[config.mk]
export PLATFORM = sky130hd
export DESIGN_NAME = ccg_top
export DESIGN_NICKNAME = d
export VERILOG_FILES = /design/src/hdl/ccg_pkg.sv /design/src/hdl/ccg_gate_en.sv /design/src/hdl/ccg_top.sv
export VERILOG_INCLUDE_DIRS = /design/src /design/src/hdl
export SDC_FILE = /design/constraint.sdc
export NUM_CORES = 1
export LEC_CHECK = 0
export BUFFER_PORTS_ARGS = -buffer_cell sky130_fd_sc_hd__buf_2
export CAP_MARGIN = 20
export CORE_ASPECT_RATIO = 0.75
export CORE_UTILIZATION = 43
export DETAILED_ROUTE_END_ITERATION = 10
export GPL_ROUTABILITY_DRIVEN = 0
export PLACE_DENSITY_LB_ADDON = 0.1
export REMOVE_ABC_BUFFERS = 1
export SLEW_MARGIN = 20
export SYNTH_ARGS = -nofsm -noshare
export SYNTH_HDL_FRONTEND = slang
export SYNTH_SLANG_ARGS = --single-unit
export TNS_END_PERCENT = 30
[constraint.sdc]
create_clock -name clk_sys_i -period 2.25 [get_ports clk_sys_i]
set_input_delay 0.675 -clock clk_sys_i [delete_from_list [all_inputs] [get_ports clk_sys_i]]
set_output_delay 0.675 -clock clk_sys_i [all_outputs]
set_load 0.02 [all_outputs]
[src/hdl/ccg_cfg.svh]
// constants for the core clock gate and low-power control block
`ifndef CCG_CFG_SVH
`define CCG_CFG_SVH

`define CCG_NUM_CORES    2
`define CCG_ASYNC_BRIDGE 1'b1
`define CCG_GATE_RST     1'b1

// servicing access request bits
`define CCG_SVC_W        6
`define CCG_SVC_UTIL     0
`define CCG_SVC_GIC      1
`define CCG_SVC_DBG      2
`define CCG_SVC_SNOOP    3
`define CCG_SVC_MAINT    4
`define CCG_SVC_PEER     5

// state and mode codes
`define CCG_ST_RUN       3'b001
`define CCG_ST_DRAIN     3'b010
`define CCG_ST_WAIT      3'b100
`define CCG_WK_WFI       2'h0
`define CCG_WK_WFE       2'h1
`define CCG_WK_TIMED_WAIT_INTERRUPT      2'h2
`define CCG_WK_TIMED_WAIT_EVENT      2'h3
`define CCG_PM_ON        2'h0
`define CCG_PM_FULL_RETENTION_MODE  2'h1
`define CCG_PM_OFF       2'h2
`define CCG_PM_WARM      2'h3

`endif

[src/hdl/ccg_pkg.sv]
// types shared by the core clock gate block
`include "ccg_cfg.svh"
package ccg_pkg;
  typedef enum logic [2:0] {
    CCG_RUN   = `CCG_ST_RUN,
    CCG_DRAIN = `CCG_ST_DRAIN,
    CCG_WAIT  = `CCG_ST_WAIT
  } ccg_core_st_t;

  typedef enum logic [1:0] {
    CCG_WFI  = `CCG_WK_WFI,
    CCG_WFE  = `CCG_WK_WFE,
    CCG_TIMED_WAIT_INTERRUPT = `CCG_WK_TIMED_WAIT_INTERRUPT,
    CCG_TIMED_WAIT_EVENT = `CCG_WK_TIMED_WAIT_EVENT
  } ccg_wait_kind_t;

  typedef enum logic [1:0] {
    CCG_PM_ON       = `CCG_PM_ON,
    CCG_PM_FULL_RETENTION_MODE = `CCG_PM_FULL_RETENTION_MODE,
    CCG_PM_OFF      = `CCG_PM_OFF,
    CCG_PM_WARM     = `CCG_PM_WARM
  } ccg_pm_mode_t;

  typedef struct packed {
    logic                  wait_exec;
    ccg_wait_kind_t        wait_kind;
    logic                  retired;
    logic                  stores_done;
    logic                  event_set;
    logic                  wakeup;
    logic [`CCG_SVC_W-1:0] svc_req;
    logic                  svc_done;
    logic                  prep_done;
  } ccg_core_in_t;

  typedef struct packed {
    logic in_wait;
    logic event_clr;
    logic clk_en;
  } ccg_core_out_t;

  function automatic logic ccg_is_event_wait(input ccg_wait_kind_t k);
    return (k == CCG_WFE) || (k == CCG_TIMED_WAIT_EVENT);
  endfunction
endpackage : ccg_pkg

[src/hdl/ccg_gate_en.sv]
// enable flop of one architectural clock gate in the bridge
`include "ccg_cfg.svh"
module ccg_gate_en (
  input  wire logic clk_sys_i,
  input  wire logic reset_i,
  input  wire logic clk_en_i,
  input  wire logic run_i,
  output logic      gate_en_o
);
  import ccg_pkg::*;

  // gate opens out of reset so the complex can start up
  always_ff @(posedge clk_sys_i) begin
    if (reset_i) begin
      gate_en_o <= `CCG_GATE_RST;
    end else if (clk_en_i) begin
      gate_en_o <= run_i;
    end
  end
endmodule // ccg_gate_en

[src/hdl/ccg_top.sv]
// core clock gating, reset scope and low-power wait control
`include "ccg_cfg.svh"
module ccg_top (
  input  wire logic                   clk_sys_i,
  input  wire logic                   reset_i,
  input  wire logic                   clk_en_i,
  input  wire logic                   cold_reset_i,
  input  wire logic                   warm_reset_i,
  input  wire logic                   vector_busy_i,
  input  ccg_pkg::ccg_core_in_t       core_i     [`CCG_NUM_CORES],
  input  wire logic [`CCG_NUM_CORES-1:0] pm_req_i,
  input  ccg_pkg::ccg_pm_mode_t       pm_mode_i  [`CCG_NUM_CORES],
  output ccg_pkg::ccg_core_out_t      core_o     [`CCG_NUM_CORES],
  output logic [`CCG_NUM_CORES-1:0]   pm_accept_o,
  output logic                        shared_clk_en_o,
  output logic                        vector_clk_en_o,
  output logic                        clk_src_sel_o,
  output logic                        core_func_rst_o,
  output logic                        core_keep_rst_o
);
  import ccg_pkg::*;

  localparam int N = `CCG_NUM_CORES;

  ccg_core_st_t      state_reg  [N];
  logic [N-1:0]      svc_reg;
  logic [N-1:0]      evclr_reg;
  logic [N-1:0]      accept_reg;
  logic [N-1:0]      core_run;
  logic [N-1:0]      core_gate;
  logic              shared_run;
  logic              vec_reg;
  logic              src_reg;
  logic              func_rst_reg;
  logic              keep_rst_reg;

  // ------------------------------------------------------------
  // clock source and reset scope
  // ------------------------------------------------------------
  always_ff @(posedge clk_sys_i) begin
    if (reset_i) begin
      src_reg <= 1'b0;
    end else if (clk_en_i) begin
      src_reg <= `CCG_ASYNC_BRIDGE;
    end
  end

  // warm reset leaves the retained domains alone
  always_ff @(posedge clk_sys_i) begin
    if (reset_i) begin
      func_rst_reg <= 1'b1;
      keep_rst_reg <= 1'b1;
    end else if (clk_en_i) begin
      func_rst_reg <= cold_reset_i | warm_reset_i;
      keep_rst_reg <= cold_reset_i;
    end
  end

  // ------------------------------------------------------------
  // per-core wait state machine
  // ------------------------------------------------------------
  always_ff @(posedge clk_sys_i) begin
    for (int i = 0; i < N; i++) begin
      if (reset_i || func_rst_reg) begin
        state_reg[i] <= CCG_RUN;
      end else if (clk_en_i) begin
        case (state_reg[i])
          CCG_RUN: begin
            if (core_i[i].wait_exec) begin
              if (ccg_is_event_wait(core_i[i].wait_kind) &&
                  core_i[i].event_set) begin
                state_reg[i] <= CCG_RUN;
              end else begin
                state_reg[i] <= CCG_DRAIN;
              end
            end
          end
          CCG_DRAIN: begin
            // a wakeup during drain turns the wait into a no-op
            if (core_i[i].wakeup) begin
              state_reg[i] <= CCG_RUN;
            end else if (core_i[i].retired &&
                         core_i[i].stores_done) begin
              state_reg[i] <= CCG_WAIT;
            end
          end
          CCG_WAIT: begin // only wakeup leaves
            if (core_i[i].wakeup) begin
              state_reg[i] <= CCG_RUN;
            end
          end
          default: begin
            state_reg[i] <= CCG_RUN;
          end
        endcase
      end
    end
  end

  // event clear pulse when an event wait is skipped
  always_ff @(posedge clk_sys_i) begin
    for (int i = 0; i < N; i++) begin
      if (reset_i || func_rst_reg) begin
        evclr_reg[i] <= 1'b0;
      end else if (clk_en_i) begin
        evclr_reg[i] <= (state_reg[i] == CCG_RUN) &&
                        core_i[i].wait_exec &&
                        ccg_is_event_wait(core_i[i].wait_kind) &&
                        core_i[i].event_set;
      end
    end
  end

  // ------------------------------------------------------------
  // temporary re-enable for servicing accesses
  // ------------------------------------------------------------
  // a new request in the clearing cycle keeps the clock on
  always_ff @(posedge clk_sys_i) begin
    for (int i = 0; i < N; i++) begin
      if (reset_i || func_rst_reg) begin
        svc_reg[i] <= 1'b0;
      end else if (clk_en_i) begin
        if ((state_reg[i] == CCG_WAIT) && (|core_i[i].svc_req)) begin
          svc_reg[i] <= 1'b1;
        end else if (core_i[i].svc_done ||
                     (state_reg[i] != CCG_WAIT)) begin
          svc_reg[i] <= 1'b0;
        end
      end
    end
  end

  // ------------------------------------------------------------
  // bridge clock gates, one per core and one shared
  // ------------------------------------------------------------
  always_comb begin
    for (int i = 0; i < N; i++) begin
      // gated outside the core; re-enable never leaves wait
      core_run[i] = (state_reg[i] != CCG_WAIT) || svc_reg[i];
    end
    shared_run = |core_run;
  end

  for (genvar g = 0; g < N; g++) begin : g_core_gate
    ccg_gate_en u_gate (
      .clk_sys_i (clk_sys_i),
      .reset_i   (reset_i),
      .clk_en_i  (clk_en_i),
      .run_i     (core_run[g]),
      .gate_en_o (core_gate[g])
    );
  end

  ccg_gate_en u_shared_gate (
    .clk_sys_i (clk_sys_i),
    .reset_i   (reset_i),
    .clk_en_i  (clk_en_i),
    .run_i     (shared_run),
    .gate_en_o (shared_clk_en_o)
  );

  always_ff @(posedge clk_sys_i) begin
    if (reset_i) begin
      vec_reg <= 1'b1;
    end else if (clk_en_i) begin
      vec_reg <= vector_busy_i;
    end
  end

  // ------------------------------------------------------------
  // power mode requests from the policy controllers
  // ------------------------------------------------------------
  // requests arrive only from the controllers
  always_ff @(posedge clk_sys_i) begin
    for (int i = 0; i < N; i++) begin
      if (reset_i) begin
        accept_reg[i] <= 1'b0;
      end else if (clk_en_i) begin
        accept_reg[i] <= pm_req_i[i] && core_i[i].prep_done &&
                         ((pm_mode_i[i] != CCG_PM_FULL_RETENTION_MODE) ||
                          (state_reg[i] == CCG_WAIT));
      end
    end
  end

  always_comb begin
    for (int i = 0; i < N; i++) begin
      core_o[i].in_wait   = (state_reg[i] == CCG_WAIT);
      core_o[i].event_clr = evclr_reg[i];
      core_o[i].clk_en    = core_gate[i];
    end
  end

  assign pm_accept_o     = accept_reg;
  assign vector_clk_en_o = vec_reg;
  assign clk_src_sel_o   = src_reg;
  assign core_func_rst_o = func_rst_reg;
  assign core_keep_rst_o = keep_rst_reg;

  for (genvar g = 0; g < N; g++) begin : g_chk

  end
endmodule // ccg_top

# Word-level counts from Yosys, hierarchy flattened

Memory sizes are Yosys's and may differ from the RTL's.
Cells that the tools add are included.

Equality and inequality tests: 14
Mux-type cells: 80
Bitwise gates (word level): 13
Reductions and logical operators: 34

Operators by type and width:

| kind                                                                     | count |
|---|---|
| 1-bit 2-to-1 mux                                                         | 68 |
| 3-bit 2-to-1 mux                                                         | 12 |
| 1-bit logical AND                                                        | 16 |
| 1-bit OR                                                                 | 13 |
| 6-bit OR reduction                                                       | 2 |
| 1-bit logical OR                                                         | 9 |
| 3-bit by 1-bit == test with 1-bit output (second input constant)         | 2 |
| 3-bit by 2-bit == test with 1-bit output (second input constant)         | 2 |
| 3-bit == test (second input constant)                                    | 2 |
| 3-bit inequality test (second input constant)                            | 2 |
| 3-bit OR reduction                                                       | 2 |
| 2-bit by 1-bit == test with 1-bit output (second input constant)         | 2 |
| 2-bit == test (second input constant)                                    | 2 |
| 2-bit by 1-bit inequality test with 1-bit output (second input constant) | 2 |
| 2-bit AND reduction                                                      | 2 |
| 2-bit nonzero test                                                       | 2 |
| 2-bit OR reduction                                                       | 1 |

Bits in registers: 13
Bits in writable memories: 6
Input port bits: 42
Memories: 1

Memories:

| memory    | words | bits a word | rd ports | clocked after Yosys merged registers in | write ports | line          | source |
|---|---|---|---|---|---|---|---|
| state_reg | 2     | 3           | 2        | 0                                       | 2           | ccg_top.sv:25 | `ccg_core_st_t state_reg [N];` |

# Longest topological paths before layout

Gate-level depths: netlist of run 1.

Word-level depth: 15
Gate-level depth with buffers: 4
Mapped depth without buffers: 4

# Hierarchy

A second synthesis of run 1 with hierarchy kept.

Cells, all modules: 102
Area, all modules: 992.2 sq um

Modules (own cells, without submodules):

| module      | times used | cells each | area an instance (sq um) | seq. area each (sq um) |
|---|---|---|---|---|
| ccg_top     | 1          | 93         | 887.1                    | 380.4 |
| ccg_gate_en | 3          | 3          | 35.0                     | 20.0 |

# Worst setup path before layout of run 1

No wires, ideal clock.

Kind: input to register
Start: input clk_en_i
End: memory state_reg[0][0] in the netlist's numbering (enable)
Arrival: 1.425 ns
Setup slack: 0.463 ns
Cell stages on the path: 4
Path buffers: 2
Cells stage by stage: buf_2 -> buf_1 -> o221ai_1 -> o311ai_1

RTL lines:

| element         | line          | source |
|---|---|---|
| start, declared | ccg_top.sv:6  | `input wire logic clk_en_i,` |
| end, declared   | ccg_top.sv:25 |  |

==> results.cfg, run 1 <==
[critical_path]
crit_chain = or3b_4 -> inv_2 -> buf_2
worst-setup-path-type = flip-flop to output port
arrival_ns = 1.46
cp_num_buf_inv = 2
critPathRequiredTime_ns = 1.57
critPathCaptureType = output port
reg2reg_to = state_reg[0][1]
critPathMaxStageDelay_ns = 0.49
rr_worst_depth = 3
critPathLaunchType = flip-flop
cp_top_family = flip-flops
slowest_stage = edfxtp_1
reg2reg_slack_ns = 0.49
r2r-start = state_reg[0][0]
cp_max_fo = 6

[hold_path]
min-delay-start = pm_accept_o[1]
holdPathEnd = pm_accept_o[1]
hold_path.class = flip-flop to flip-flop
holdPathStages = 2

[place]
io_buffers = 52
hpwl_um = 1732

[synthesis]
ys_types = 39
synth_edf_count = 6
ys.flop_type = dfxtp_1
synth_commonest_cells = dfxtp_1 (13), nand2_1 (11), nor2_1 (9), nor3_1 (8), edfxtp_1 (6)
syn_area_um2 = 960.9
ys_ff_latch = 19
syn_inst = 104
synthArstFlopShare_pct = 0
synth_area_leaders = dfxtp_1 (27%), edfxtp_1 (19%), nand2_1 (4.3%)
synth_top_area_share_pct = 27.08
ys.warnings.count = 0
syn_avg_cell_area_um2 = 9.240
ys_seq_area_share_pct = 45.83
yosysMostFrequentCell = dfxtp_1
yosysTopAreaCell = dfxtp_1

[pwr]
p_total_uw = 630.4
irDropWorstVdd_v = 0.0004120
power-per-cell-area_nw_per_um2 = 498.9
leakage_uw = 0.0005664

[timing]
rsz0062_at_grt = false
period_share_pct = 94.70
slew_headroom_pct = 59.60
worst_pin_slew_ns = 0.5966
setup_tns_ns = 0
finalSetupViolCount = 0
min_period_ns = 2.131
hold_viol_final = 0
slew_violations = 0
fmax_ghz = 0.4693
clock_skew_ns = 0.003493

[run]
drv_cap = 0

[layout]
syn2layout_area_growth_pct = 31.51
largest_register_ffs = 6
fillers = 185
diodes = 0
nets = 199
drive_above_1_share_pct = 41.03

[floorplan]
core-area_um2 = 2049
die_w_um = 56.59
die_height_um = 42.94
num_io_pins = 55
fp-row-count = 14
dieArea_um2 = 2430
start_util_pct = 46.89

[routing]
ant_nets = 0
via_per_inst = 5.283
drt_iter0_drc = 13
first_pass_iters = 4
routed_wl_um = 2272
wl_per_cell_um = 12.62
vias = 951
drc_errors = 0

[cts]
clk_latency_ns = 0.30
clk_pin_slew_ns = 0.11
htreeDepth = 1
cts_tree = done
cts.sinks = 19
cts_buffers = 3
clock-root-buffer = clkbuf_4
clk_path_buf_depth = 2

[global_routing]
grt-ovfl-total = 0
antenna_found_initial = 0
grt_pass1_wl_um = 3726
track_usage_pct = 20.20
grt_pass1_vias = 885
grt_max_degree = 19

[run_status]
outcome = complete, no violations
logic make-up after synthesis:
kind of cell           count (synthesis)  synth area share (%)
AND/OR/NAND/NOR                       52                 30.73
XOR/XNOR                               1                0.9116
AO/OA/AOI/OAI                         23                 17.97
flip-flops                            19                 45.83
buffers and inverters                  9                 4.556
layer usage:
layer / part of all wire, % / vias to the layer above / global-route usage, %
met3: 6.7 / 4 / 4.573
met4: 0.97 / 0 / 8.780
li1: - / 489 / -
met1: 46 / 422 / 23.24
met5: 0 / - / 0
met2: 47 / 36 / 36.00
stage by stage:
| stage | util, % | setup WS, ns | instance area (µm²) | hold WS, ns | std cells |
|---|---|---|---|---|---|
| floorplan | - | 0.4718 | 928.4 | 0.4640 | 98 |
| global placement | 60.20 | 0.3214 | 1234 | 0.4411 | 176 |
| detailed placement | 60.20 | 0.2551 | 1234 | 0.4648 | 176 |
| CTS | 61.54 | 0.05835 | 1261 | 0.4810 | 180 |
| global route | 61.66 | 0.03881 | 1264 | 0.5156 | 180 |
| finish | 61.66 | 0.1192 | 1264 | 0.4761 | 180 |
layout by cell type, fill, tap and decap left out, types with 2 or more instances in the layout:
cell / netlist / final
or2_1: 2 / 2
inv_2: 3 / 3
and3_1: 2 / 2
nand2_1: 11 / 11
dfxtp_1: 13 / 13
buf_4: 2 / 2
o32ai_1: 2 / 2
clkbuf_4: 0 / 3
nor3_1: 8 / 8
a22oi_1: 2 / 2
nand2b_1: 3 / 3
or4_1: 2 / 2
nor2_1: 9 / 9
a21o_1: 2 / 2
a21oi_1: 4 / 4
o21a_1: 3 / 3
nand3b_1: 2 / 2
o21bai_1: 2 / 2
nor4bb_1: 2 / 2
or3b_2: 2 / 2
or4b_1: 2 / 2
buf_2: 2 / 52
edfxtp_1: 6 / 6
worst max-delay path by stage:
| stage | from | end | depth (start not counted) |
|---|---|---|---|
| 6_report | state_reg[0][0] | core_o[5] | 3 |
| 5_1_grt | state_reg[1][1] | core_o[2] | 3 |
| 3_3_place_gp | core_i[23] | state_reg[0][0] | 4 |
| 3_5_place_dp | core_i[23] | state_reg[0][2] | 4 |
| 4_1_cts | state_reg[0][0] | core_o[5] | 3 |
| 2_1_floorplan | core_i[23] | state_reg[0][0] | 3 |
cell type report:
cell class	instances	area [µm²]	share of cell area, %
Clock buffer	3	22.52	1.782
Clock inverter	1	5.005	0.3960
Sequential cell	19	440.4	34.85
Inverter	3	11.26	0.8911
Tap cell	24	30.03	2.376
Timing Repair Buffer	54	275.3	21.78
Multi-Input combinational cell	76	479.2	37.92
worst reg2reg max path, delay by kind of cell (launching register included):
kind               cells  cell delay [ns]
DFF                    1             0.49
AOI/OAI and AO/OA      2             0.43
and+or+nand+nor        1             0.56
where the power goes:
part | switching [µW] | internal [µW] | total (µW) | leakage, µW
logic | 44.0 | 47.2 | 91.3 | 0.000378
registers | 5.15 | 359 | 364 | 0.000170
clock network | 109 | 66.2 | 175 | 0.0000177
timing repair:
| action | CTS | global route |
|---|---|---|
| setup endpoints to repair | 0 | 1 |
| hold buffers | 0 | 0 |
| buffers inserted | 0 | 0 |
| gates resized for setup | 0 | 1 |
No activity file was read; power rests on OpenSTA's default activity.
==> inputs of run 2 (changes only) <==
CORE_MARGIN = 2   (was not set)
==> run 2 against run 1 <==
The run now ends with design-rule violations left. Global-route usage is 1.5 points lower. Combinational power hardly changed. Routed wire length is 0.84% higher. Die area is 8.4% higher. Critical path type unchanged. Largest cell class unchanged.
==> results.cfg, run 2 (synthesized netlist as in run 1, its figures left out) <==
[floorplan]
start_util_pct = 46.49
fp-row-count = 14
die_height_um = 44.94
num_io_pins = 55
dieArea_um2 = 2633
core-area_um2 = 2067
die_w_um = 58.59

[place]
io_buffers = 52
hpwl_um = 1740

[routing]
vias = 961
drt_iter0_drc = 35
via_per_inst = 5.339
drc_errors = 5
first_pass_iters = 7
ant_nets = 0
wl_per_cell_um = 12.73
routed_wl_um = 2291

[critical_path]
critPathLaunchType = flip-flop
rr_worst_depth = 3
critPathCaptureType = output port
crit_start = state_reg[1][1]
worst-setup-path-type = flip-flop to output port
r2r-start = state_reg[0][0]
critPathRequiredTime_ns = 1.57
cp_max_fo = 5
arrival_ns = 1.46
reg2reg_to = state_reg[0][0]
reg2reg_slack_ns = 0.53

[layout]
fillers = 190
drive_above_1_share_pct = 41.03
multi_input_area_um2 = 479.2
largest_register_ffs = 6
final_cell_mix = buf_2 (52), dfxtp_1 (13), nand2_1 (11)
nets = 199
syn2layout_area_growth_pct = 31.51
diodes = 0
final_common_cell = buf_2
seq_area_um2 = 440.4

[hold_path]
holdPathStages = 2
hold_path.class = flip-flop to flip-flop
holdPathEnd = pm_accept_o[1]
min-delay-start = pm_accept_o[1]

[cts]
cts_setup_buffers = 0
htreeDepth = 1
cts_buffers = 3
clock-root-buffer = clkbuf_4
clk_latency_ns = 0.30
cts_tree = done
clk_path_buf_depth = 2
clk_pin_slew_ns = 0.10
cts.sinks = 19

[timing]
setup_tns_ns = 0
slew_violations = 0
min_period_ns = 2.138
clock_skew_ns = 0.006145
hold_viol_final = 0
slew_headroom_pct = 63.76
period_share_pct = 95.01
rsz0062_at_grt = false
fmax_ghz = 0.4678
worst_pin_slew_ns = 0.5352
finalSetupViolCount = 0

[global_routing]
grt_pass1_wl_um = 3643
grt_max_degree = 19
grt-ovfl-total = 0
antenna_found_initial = 0
track_usage_pct = 18.69
grt_pass1_vias = 865

[run_status]
outcome = finished, violations left
violations = design-rule violations

[pwr]
power-per-cell-area_nw_per_um2 = 495.4
p_total_uw = 626.0
leakage_uw = 0.0005664
irDropWorstVdd_v = 0.0004086

[run]
drv_cap = 0
==> run 2: cell counts in the layout (fill, tap and decap cells not counted) <==
Identical to the previous run, type by type.
==> run 2: report_power, final <==
group / leakage (µW) / total (µW) / switching, µW / internal [µW]
Clock: 0.0000177 / 170 / 104 / 66.3
Combinational: 0.000378 / 91.4 / 44.1 / 47.3
Sequential: 0.000170 / 364 / 5.18 / 359
Total: 0.000566 / 626 / 153 / 473
==> run 2: layout make-up <==
| class | instances | share of cell area (%) |
|---|---|---|
| inverter | 3 | 0.8911 |
| sequential | 19 | 34.85 |
| clock buffer | 3 | 1.782 |
| tap | 24 | 2.376 |
| multi-input combinational | 76 | 37.92 |
| timing repair buffer | 54 | 21.78 |
| clock inverter | 1 | 0.3960 |
==> run 2: stage by stage <==
| stage | setup WS, ns | utilization (%) | instances | hold slack [ns] | cell area (µm²) |
|---|---|---|---|---|---|
| finish | 0.1122 | 61.14 | 180 | 0.4617 | 1264 |
| global route | 0.03898 | 61.14 | 180 | 0.5095 | 1264 |
| CTS | 0.07830 | 61.02 | 180 | 0.4697 | 1261 |
| detailed placement | 0.2946 | 59.69 | 176 | 0.4542 | 1234 |
| global placement | 0.3199 | 59.69 | 176 | 0.4419 | 1234 |
| floorplan | 0.4718 | - | 98 | 0.4640 | 928.4 |
==> run 2: worst max path at each step <==
stage / to / slack (ns) / cells after the start
2_1_floorplan: state_reg[0][0] / 0.47 / 3
3_3_place_gp: state_reg[0][0] / 0.32 / 4
3_5_place_dp: state_reg[0][2] / 0.29 / 4
4_1_cts: core_o[5] / 0.08 / 3
5_1_grt: core_o[2] / 0.04 / 3
6_report: core_o[2] / 0.11 / 3
==> run 2: critical path: stages (launching register included) <==
cell and delay, ns:
edfxtp_1 0.44, or3b_1 0.49, inv_2 0.09, buf_2 0.16
==> run 2: what timing repair did <==
| item | 4_1_cts | 5_1_grt |
|---|---|---|
| setup endpoints to repair | 0 | 1 |
| gates resized for setup | 0 | 1 |
| hold buffers | 0 | 0 |
==> run 2: per-layer routing <==
layer  routed length (µm)  track usage, %  vias to the layer above
met4                   27           7.273                        0
met5                    0               0                        -
met1                 1058           22.94                      432
li1                     -               -                      488
met3                  201           6.304                        2
met2                 1003           30.79                       39
